[config.mk]
export PLATFORM = sky130hd
export DESIGN_NAME = drpwm_top
export DESIGN_NICKNAME = d
export VERILOG_FILES = /design/src/inc/drpwm_pkg.sv /design/src/design/drpwm_top.sv
export SDC_FILE = /design/constraint.sdc
export NUM_CORES = 1
export LEC_CHECK = 0
export BUFFER_PORTS_ARGS = -buffer_cell sky130_fd_sc_hd__buf_2
export CAP_MARGIN = 5
export CORE_UTILIZATION = 40
export CTS_BUF_LIST = sky130_fd_sc_hd__clkbuf_8 sky130_fd_sc_hd__clkbuf_16
export DETAILED_ROUTE_END_ITERATION = 8
export GPL_ROUTABILITY_DRIVEN = 1
export HOLD_SLACK_MARGIN = 0.15
export PLACE_DENSITY_LB_ADDON = 0.2
export RECOVER_POWER = 25
export SYNTH_ARGS = -nofsm -noshare
export SYNTH_HDL_FRONTEND = slang
export SYNTH_SLANG_ARGS = --single-unit
[constraint.sdc]
create_clock -name pclk -period 2.5 [get_ports pclk]
set_input_delay 0 -clock pclk [delete_from_list [all_inputs] [get_ports pclk]]
set_output_delay 0 -clock pclk [all_outputs]
set_load 0.02 [all_outputs]
[src/inc/drpwm_pkg.sv]
// constants and state type of the dual resolution pwm unit
//
// What this block does
// [RULE1] pin driven only with select and direction set
// [RULE2] software writes upper byte before lower byte
// [RULE3] narrow registers drop the top two bits
// [RULE4] narrow latch reloads once per narrow period
// [RULE5] wide latch reloads at next coarse period
// [RULE6] waveforms come only from latch contents
// [RULE7] data register reads return the latch
// [RULE8] narrow latch reads: top bits undefined
// [RULE9] lower register bit 7 shows transfer pending
// [RULE10] narrow period: 64 segments, weighted pulse trains
// [RULE11] narrow duty 0/64 to 63/64 by latch
// [RULE12] narrow output never high whole period
// [RULE13] wide latch splits coarse byte, fine six bits
// [RULE14] coarse pulse N units per 256 unit sub-period
// [RULE15] fine bits lengthen chosen sub-periods by one unit
// [RULE16] pins high impedance after reset
// [RULE17] 64 sub-periods, index wraps after 63
// [RULE18] time unit 500 ns, repeat 8192 us; code: 62 cycles at 125 MHz, unit 496 ns, repeat 8126.464 us
// [RULE19] narrow segment 16 us, repeat 1024 us; code: segment 15.872 us, repeat 1015.808 us
// [RULE20] one shared timing generator for all channels
package drpwm_pkg;

    // ------------------------------------------------------------
    // register indices (byte address is four times the index)
    // ------------------------------------------------------------
    localparam logic [7:0] IDX_WIDE_UP  = 8'hf0;
    localparam logic [7:0] IDX_WIDE_LO  = 8'hf1;
    localparam logic [7:0] IDX_NARROW_A = 8'hf2;
    localparam logic [7:0] IDX_NARROW_B = 8'hf3;
    localparam logic [7:0] IDX_NARROW_C = 8'hf4;
    localparam logic [7:0] IDX_NARROW_D = 8'hf8;
    localparam logic [7:0] IDX_OUT_SEL  = 8'hf9;
    localparam logic [7:0] IDX_PORT_DIR = 8'hfa;

    // ------------------------------------------------------------
    // field layout and reset values
    // ------------------------------------------------------------
    localparam int         PEND_BIT     = 7;
    localparam int         ADDR_W       = 12;
    localparam logic [7:0] DATA_RST     = 8'h00;
    localparam logic [4:0] CTRL_RST     = 5'h00;

    // ------------------------------------------------------------
    // timing
    // ------------------------------------------------------------
    localparam int CLK_MHZ       = 125;
    localparam int TAU_NS        = 500;
    // 62.5 cycles per unit; a period-type time, rounded down
    localparam int TAU_CYC       = TAU_NS * CLK_MHZ / 1000;
    localparam int SUB_UNITS     = 256;
    localparam int SEG_UNITS     = 32;
    localparam int TB_W          = 14;

    typedef struct packed {
        logic [6:0]  pre;
        logic [13:0] tb;
        logic [7:0]  up_reg;
        logic [5:0]  lo_reg;
        logic [7:0]  up_lat;
        logic [5:0]  lo_lat;
        logic        pend;
        logic [23:0] nar_reg;
        logic [23:0] nar_lat;
        logic [4:0]  sel;
        logic [4:0]  dir;
        logic [4:0]  pin;
        logic [4:0]  oe;
        logic        pready;
        logic [31:0] prdata;
        logic        pslverr;
    } drpwm_state_t;

endpackage : drpwm_pkg

[src/design/drpwm_top.sv]
// dual resolution pwm unit: apb registers, timing generator, five channels
`timescale 1ns/1ps
`default_nettype none
module drpwm_top #(
    parameter int TAU_CYC = drpwm_pkg::TAU_CYC
) (
    input  wire logic        pclk,
    input  wire logic        presetn,
    input  wire logic        clk_en,
    input  wire logic        psel,
    input  wire logic        penable,
    input  wire logic        pwrite,
    input  wire logic [11:0] paddr,
    input  wire logic [31:0] pwdata,
    output var  logic [31:0] prdata,
    output var  logic        pready,
    output var  logic        pslverr,
    output var  logic        wide_channel_output,
    output var  logic        wide_channel_oe,
    output var  logic        narrow_channel_a_output,
    output var  logic        narrow_channel_a_oe,
    output var  logic        narrow_channel_b_output,
    output var  logic        narrow_channel_b_oe,
    output var  logic        narrow_channel_c_output,
    output var  logic        narrow_channel_c_oe,
    output var  logic        narrow_channel_d_output,
    output var  logic        narrow_channel_d_oe
);

    drpwm_pkg::drpwm_state_t s_r;
    drpwm_pkg::drpwm_state_t s_nxt;
    logic       tick;
    logic       bound6;
    logic       bound8;
    logic       wide_wave;
    logic [3:0] nar_wave;

    // ------------------------------------------------------------
    // helpers
    // ------------------------------------------------------------
    // lowest set bit j of the index picks value bit 5-j; index 0 never
    function automatic logic pulse_hit(input logic [5:0] idx, input logic [5:0] v);
        logic r;
        r = 1'b0;
        for (int j = 5; j >= 0; j--) begin
            if (idx[j]) begin
                r = v[5-j];
            end
        end
        return r;
    endfunction : pulse_hit

    function automatic logic at_idx(input logic [11:0] a, input logic [7:0] idx);
        return a == {2'h0, idx, 2'h0};
    endfunction : at_idx

    // ------------------------------------------------------------
    // timing generator and waveforms
    // ------------------------------------------------------------
    // one unit tick feeds every channel so all periods stay phase locked
    always_comb begin
        tick      = s_r.pre == 7'(TAU_CYC - 1);                       // RULE20 RULE18
        bound8    = tick && (s_r.tb[7:0] == 8'hff);
        bound6    = tick && (s_r.tb[10:0] == 11'h7ff);                 // RULE19
        // coarse high for N units, plus one unit in chosen sub-periods
        wide_wave = (s_r.tb[7:0] < s_r.up_lat)                         // RULE14 RULE13
                  || ((s_r.tb[7:0] == s_r.up_lat)
                      && pulse_hit(s_r.tb[13:8], s_r.lo_lat));         // RULE15
        for (int k = 0; k < 4; k++) begin
            // segment index is bits 10:5, so a segment is 32 units
            nar_wave[k] = pulse_hit(s_r.tb[10:5], s_r.nar_lat[6*k +: 6]); // RULE10 RULE11 RULE12
        end
    end

    // ------------------------------------------------------------
    // next state
    // ------------------------------------------------------------
    always_comb begin
        s_nxt     = s_r;
        s_nxt.pre = tick ? 7'h00 : s_r.pre + 7'h01;
        if (tick) begin
            s_nxt.tb = s_r.tb + 14'h0001;                              // RULE17
        end
        // narrow latches reload on every narrow period boundary
        if (bound6) begin
            s_nxt.nar_lat = s_r.nar_reg;                               // RULE4
        end
        // the wide pair moves only after a lower write, so a lone upper
        // write never lands half a value in the latch
        if (bound8 && s_r.pend) begin
            s_nxt.up_lat = s_r.up_reg;                                 // RULE5
            s_nxt.lo_lat = s_r.lo_reg;
            s_nxt.pend   = 1'b0;                                       // RULE9
        end
        // apb: one wait cycle, answer registered
        if (psel && penable && !s_r.pready) begin
            s_nxt.pready  = 1'b1;
            s_nxt.pslverr = 1'b0;
            s_nxt.prdata  = 32'h0000_0000;
            // narrow latch top bits read as zero
            if (at_idx(paddr, drpwm_pkg::IDX_WIDE_UP)) begin
                s_nxt.prdata[7:0] = s_r.up_lat;                        // RULE7
            end else if (at_idx(paddr, drpwm_pkg::IDX_WIDE_LO)) begin
                s_nxt.prdata[7:0] = {s_r.pend, 1'b0, s_r.lo_lat};      // RULE9
            end else if (at_idx(paddr, drpwm_pkg::IDX_NARROW_A)) begin
                s_nxt.prdata[5:0] = s_r.nar_lat[5:0];                  // RULE8
            end else if (at_idx(paddr, drpwm_pkg::IDX_NARROW_B)) begin
                s_nxt.prdata[5:0] = s_r.nar_lat[11:6];
            end else if (at_idx(paddr, drpwm_pkg::IDX_NARROW_C)) begin
                s_nxt.prdata[5:0] = s_r.nar_lat[17:12];
            end else if (at_idx(paddr, drpwm_pkg::IDX_NARROW_D)) begin
                s_nxt.prdata[5:0] = s_r.nar_lat[23:18];
            end else if (at_idx(paddr, drpwm_pkg::IDX_OUT_SEL)) begin
                s_nxt.prdata[4:0] = s_r.sel;
            end else if (at_idx(paddr, drpwm_pkg::IDX_PORT_DIR)) begin
                s_nxt.prdata[4:0] = s_r.dir;
            end else begin
                s_nxt.pslverr = 1'b1;
            end
        end else if (s_r.pready) begin
            s_nxt.pready  = 1'b0;
            s_nxt.pslverr = 1'b0;
            // write lands at the completing edge; a set of pend beats the clear
            if (psel && penable && pwrite) begin
                if (at_idx(paddr, drpwm_pkg::IDX_WIDE_UP)) begin
                    s_nxt.up_reg = pwdata[7:0];
                end else if (at_idx(paddr, drpwm_pkg::IDX_WIDE_LO)) begin
                    s_nxt.lo_reg = pwdata[5:0];                        // RULE2
                    s_nxt.pend   = 1'b1;                               // RULE9
                end else if (at_idx(paddr, drpwm_pkg::IDX_NARROW_A)) begin
                    s_nxt.nar_reg[5:0] = pwdata[5:0];                  // RULE3
                end else if (at_idx(paddr, drpwm_pkg::IDX_NARROW_B)) begin
                    s_nxt.nar_reg[11:6] = pwdata[5:0];
                end else if (at_idx(paddr, drpwm_pkg::IDX_NARROW_C)) begin
                    s_nxt.nar_reg[17:12] = pwdata[5:0];
                end else if (at_idx(paddr, drpwm_pkg::IDX_NARROW_D)) begin
                    s_nxt.nar_reg[23:18] = pwdata[5:0];
                end else if (at_idx(paddr, drpwm_pkg::IDX_OUT_SEL)) begin
                    s_nxt.sel = pwdata[4:0];
                end else if (at_idx(paddr, drpwm_pkg::IDX_PORT_DIR)) begin
                    s_nxt.dir = pwdata[4:0];
                end
            end
        end
        // pins: waves from latches only, driven once both enables are set
        s_nxt.pin = {nar_wave, wide_wave};                             // RULE6
        s_nxt.oe  = s_r.sel & s_r.dir;                                 // RULE1
    end

    // ------------------------------------------------------------
    // state register
    // ------------------------------------------------------------
    // data reset to zero; pins start released
    always_ff @(posedge pclk or negedge presetn) begin
        if (!presetn) begin
            s_r         <= '0;                                         // RULE16
            s_r.up_reg  <= drpwm_pkg::DATA_RST;
            s_r.up_lat  <= drpwm_pkg::DATA_RST;
            s_r.sel     <= drpwm_pkg::CTRL_RST;
            s_r.dir     <= drpwm_pkg::CTRL_RST;
        end else if (clk_en) begin
            s_r <= s_nxt;
        end
    end

    assign prdata                  = s_r.prdata;
    assign pready                  = s_r.pready;
    assign pslverr                 = s_r.pslverr;
    assign wide_channel_output     = s_r.pin[0];
    assign wide_channel_oe         = s_r.oe[0];
    assign narrow_channel_a_output = s_r.pin[1];
    assign narrow_channel_a_oe     = s_r.oe[1];
    assign narrow_channel_b_output = s_r.pin[2];
    assign narrow_channel_b_oe     = s_r.oe[2];
    assign narrow_channel_c_output = s_r.pin[3];
    assign narrow_channel_c_oe     = s_r.oe[3];
    assign narrow_channel_d_output = s_r.pin[4];
    assign narrow_channel_d_oe     = s_r.oe[4];
endmodule : drpwm_top
`default_nettype wire

# Yosys cells after proc, flatten, opt, wreduce, memory -nomap -nowiden
# Index checks and enable logic that the tools add are counted.
# word_totals
register_bits,128
input_bits,50
out_inout_bits,44
elab_cells,132
# op_classes
add_sub_neg,2
order_cmp,1
eq_ne,12
mux,66
bitwise_logic,9
n_reduce_logical,23
# op_table
cell,n
$mux W25,4
$eq A12 B10 Y1 const B,8
$mux W6,9
$mux W1,44
$mux W24,1
$mux W18,1
$mux W5,3
$add A14 B1 Y14 const B,1
$mux W12,1
$reduce_and A12 Y1,1
$eq A11 B11 Y1 const B,1
$reduce_and A11 Y1,1
$reduce_and A10 Y1,1
$reduce_and A2 Y1,5
$reduce_and A9 Y1,1
$eq A8 B8 Y1,1
$eq A8 B8 Y1 const B,1
$lt A8 B8 Y1,1
$mux W8,1
$not A1 Y1,8
$reduce_and A8 Y1,1
$add A7 B1 Y7 const B,1
$eq A7 B6 Y1 const B,1
$logic_and A1 B1 Y1,7
9 further kinds,9

# Longest topological paths before layout
# depth
word_depth,10
mapped_depth,8
mapped_depth_nobuf,7

# Worst setup path before layout
# OpenSTA, ideal clock, no wires.
# synth_path
path_kind,register -> register
startpoint,register s_r[146] (netlist name)
endpoint,register s_r[58] (netlist name)
setup_ns,0.125
t_arrival_ns,1.767
t_required_ns,2.375
path_slack_ns,0.608
path_stages_with_launch,9
path_buffers,1
period_less_slack_ns,1.892
cell_sequence,dfrtp_1 inv_1 ha_1 and3b_1 nand2_1 nor3_4 nand2_4 buf_6 mux2_4
# synth_via
elab_chain_len,3
# synth_rtl
element,line,rtl
start: declaration,drpwm_top.sv:30,drpwm_pkg::drpwm_state_t s_r;
start signal: assignment,drpwm_top.sv:162,s_r <= s_nxt;
$eq A7 B6 Y1,drpwm_top.sv:62,tick = s_r.pre == 7'(TAU_CYC - 1);
$logic_and A1 B1 Y1,drpwm_top.sv:64,bound6 = tick && (s_r.tb[10:0] == 11'h7ff);
$reduce_and A2 Y1 (no line),-,
# Every way passes these cells.
# A chain may end at the register's enable or synchronous reset.

# Final worst setup path
# layout_path
startpoint,register s_r[146] (netlist name)
endpoint,register s_r[61] (netlist name)
# The elaborated chain is that of the path after synthesis.

==> flow_summary_export.csv <==
group,metric,value,unit
critical_path,worst_ep_required_time,2.80,ns
sta,hold_viol_final,0,
power_and_ir_drop,ir_drop,0.505,mV
synth,async_flop_share,1.00,
die,fp-row-count,46,
critical_path,crit_path_max_fanout,21,
layout,nFillCells,1462,
synth,synthAdderAreaFrac,0.0213,
route,wire_per_inst,18.4,um
layout,final_cells,840,
layout,largest_reg_flops,108,
global_route,grt_pass1_vias,4322,
power_and_ir_drop,p_leak,3.67,nW
layout,largest_register,"s_r",
route,route.detailed.drc,0,
critical_path,end_kind,"flip-flop",
layout,finalNetCount,672,
die,core-area,15800,um2
critical_path,worstSetupPathType,"reg -> reg",
die,die_x,129,um
sta,fmax,461,MHz
layout,area_growth,17.0,%
synth,netlist_instances,549,
clocking,worstSkewPairLatency,0.42,ns
clocking,cts_root_buf,"clkbuf_16",
sta,period_share,0.867,
global_route,grt_overflow,0,
route,antenna_left,0,
layout,postLayoutCoreUtil,0.477,
synth,synth_top_area_frac,0.496,
synth,synth_simple_gate_area_frac,0.119,
clocking,numCtsBuffers,17,
clocking,htree_levels,4,
placed_design,io_buffers,45,
power_and_ir_drop,powerDensity,672,nW/um2
sta,setup_viol,0,
critical_path,crit_chain,"inv_1 -> ha_1 -> and3b_1 -> nand2_1 -> nor3_4 -> nand2_4 -> buf_12 -> mux2_4",
worst_hold_path,hold_path_class,"in -> reg",
critical_path,critPathArrivalTime,2.47,ns
critical_path,cp-startpoint,"s_r[146]",
sta,finalClockSkew,0.00697,ns
synth,ys_seq_area_frac,0.496,
die,io_pins,94,
clocking,path_clk_slew,0.06,ns
synth,netlist_top_cells_area,"dfrtp_1 (50%), mux2_2 (9.9%), mux2_4 (7.0%), buf_4 (4.0%), ha_1 (2.1%)",
route,first_iter_violations,318,
critical_path,reg2reg_slack,0.33,ns
route,route.vias.total,4396,
critical_path,crit_end,"s_r[61]",
critical_path,cp_top_family,"simple AND/OR/NAND/NOR gates",
route,totalWireLength,15.4,mm
global_route,grt_max_degree,66,
synth,synth_top_family_by_area,"multiplexers",
placed_design,place_congestion,0.805,
synth,synth.ff_latch_count,128,
power_and_ir_drop,power,5.08,mW
synth,synthFlopType,"dfrtp_1",
layout,diodes,0,
die,start_util,0.408,
critical_path,critPathBufInv,2,
synth,yosys.area.top_type,"dfrtp_1",
critical_path,reg2reg_depth,8,
synth,muxShareOfSynthArea,0.186,
critical_path,crit_cells,8,
global_route,antenna_found_initial,0,
placed_design,detailed_place_hpwl,10.8,mm
synth,ys_types,60,
synth,synth_xor_area_frac,0.0176,
placed_design,numPlacedInstances,791,
critical_path,r2r_end,"s_r[61]",
critical_path,cpPeakStageDelay,0.40,ns
route,vias_per_cell,5.23,
clocking,cts_tree,"built",
sta,rsz0062_at_grt,"false",
die,die_area,16700,um2
clocking,clock_sinks,128,
sta,slew_viol_final,0,
synth,synth_area,6460,um2
global_route,grt_pass1_wl,24.4,mm
sta,worst_pin_slew,1.49,ns
critical_path,worstSetupStartpointType,"flip-flop",
synth,syn_avg_cell_area,11.8,um2
layout,drive_gt1_frac,0.272,
critical_path,slowest_stage,"dfrtp_1",
global_route,grt_usage,0.202,
sta,period_needed,2.17,ns
synth,yosys-top-cells-count,"dfrtp_1 (128), mux2_2 (57), buf_4 (34)",
synth,synth_compound_area_frac,0.0899,
sta,relSlewSlack,0.00913,
critical_path,reg2reg_from,"s_r[146]",
synth,synth_edf_count,0,
route,drt_pass1_iterations,6,
die,die_h,129,um
run_status,status,"complete, no violations",
clocking,ctsLongestPathBuffers,2,
synth,ys_warn_count,0,
run,cap_viol_max_count,0,
synth,synth_most_common_cell,"dfrtp_1",
sta,fin_setup_tns,0,ns
-- area by class of cell --
cell class	count	area, um2	area share
clock inverters	13	161	0.0214
clock buffers	19	453	0.0599
flip-flops and latches	128	3200	0.424
well taps	216	270	0.0358
multi-input cells	367	2890	0.383
repair buffers	76	497	0.0657
inverters	21	78.8	0.0104
-- cells in the final DEF (no fill, tap or decap), types with 6 or more instances in the layout --
master,instances
conb_1,24
buf_2,24
mux2i_1,11
buf_4,13
nand2b_1,10
nor3_1,8
a31oi_1,6
clkbuf_1,21
dlygate4sd3_1,16
clkbuf_16,17
nand3_1,15
and3_1,6
dfrtp_1,128
xnor2_1,10
nand2_1,32
mux2_4,30
inv_1,21
nand3b_1,6
o21ai_0,26
nor2_1,14
ha_1,11
a21oi_1,19
mux2_2,57
nand4_1,9
-- routing by layer --
layer  up-vias  track usage  routed length [um]
met5         -            0                   0
met4         0       0.0644                 230
met3        17       0.0491                 554
met2       110        0.315                7220
met1      2226        0.278                7430
li1       2043            -                   -
-- power breakdown --
group          switching (mW)  leakage (nW)  internal, mW
clock                   0.943         0.291          1.62
sequential             0.0598          1.76          2.13
combinational           0.222          1.62         0.113
total                    1.22          3.67          3.86
-- worst min-delay path, delay by kind of cell --
family | cells | cell delay [ns]
AO/OA/AOI/OAI | 2 | 0.22
AND/OR/NAND/NOR | 1 | 0.12
buffers and inverters | 1 | 0.25
-- cells by family after synthesis --
family | after synthesis
adder cells (fa/ha/maj) | 11
AO/OA/AOI/OAI | 89
multiplexers | 98
flip-flops | 128
buffers and inverters | 77
other | 1
AND/OR/NAND/NOR | 132
XOR/XNOR | 13
-- worst min-delay path by stage --
stage	from	cells past startpoint	slack, ns	to
floorplan	presetn	0	-0.30	narrow_channel_a_oe
global placement	presetn	1	-0.05	s_r[133]
detailed placement	presetn	1	-0.04	s_r[133]
CTS	paddr[2]	4	0.20	prdata[5]
global route	paddr[2]	4	0.27	prdata[5]
finish	paddr[2]	4	0.22	prdata[5]
-- per-stage QoR --
stage	setup WS, ns	area (um2)	hold WS [ns]
after floorplan	0.608	6540	-0.296
after CTS	0.351	7600	0.202
final	0.332	7560	0.218
after global routing	0.130	7560	0.266
after detailed placement	0.369	6800	-0.0426
after global placement	0.387	6800	-0.0517
-- what timing repair did --
item	4_1_cts	5_1_grt
gates resized for setup	0	0
hold buffers	17	0
hold endpoints to repair	185	0
buffers inserted	0	0
Note: power is estimated with default switching activity, not from simulation.
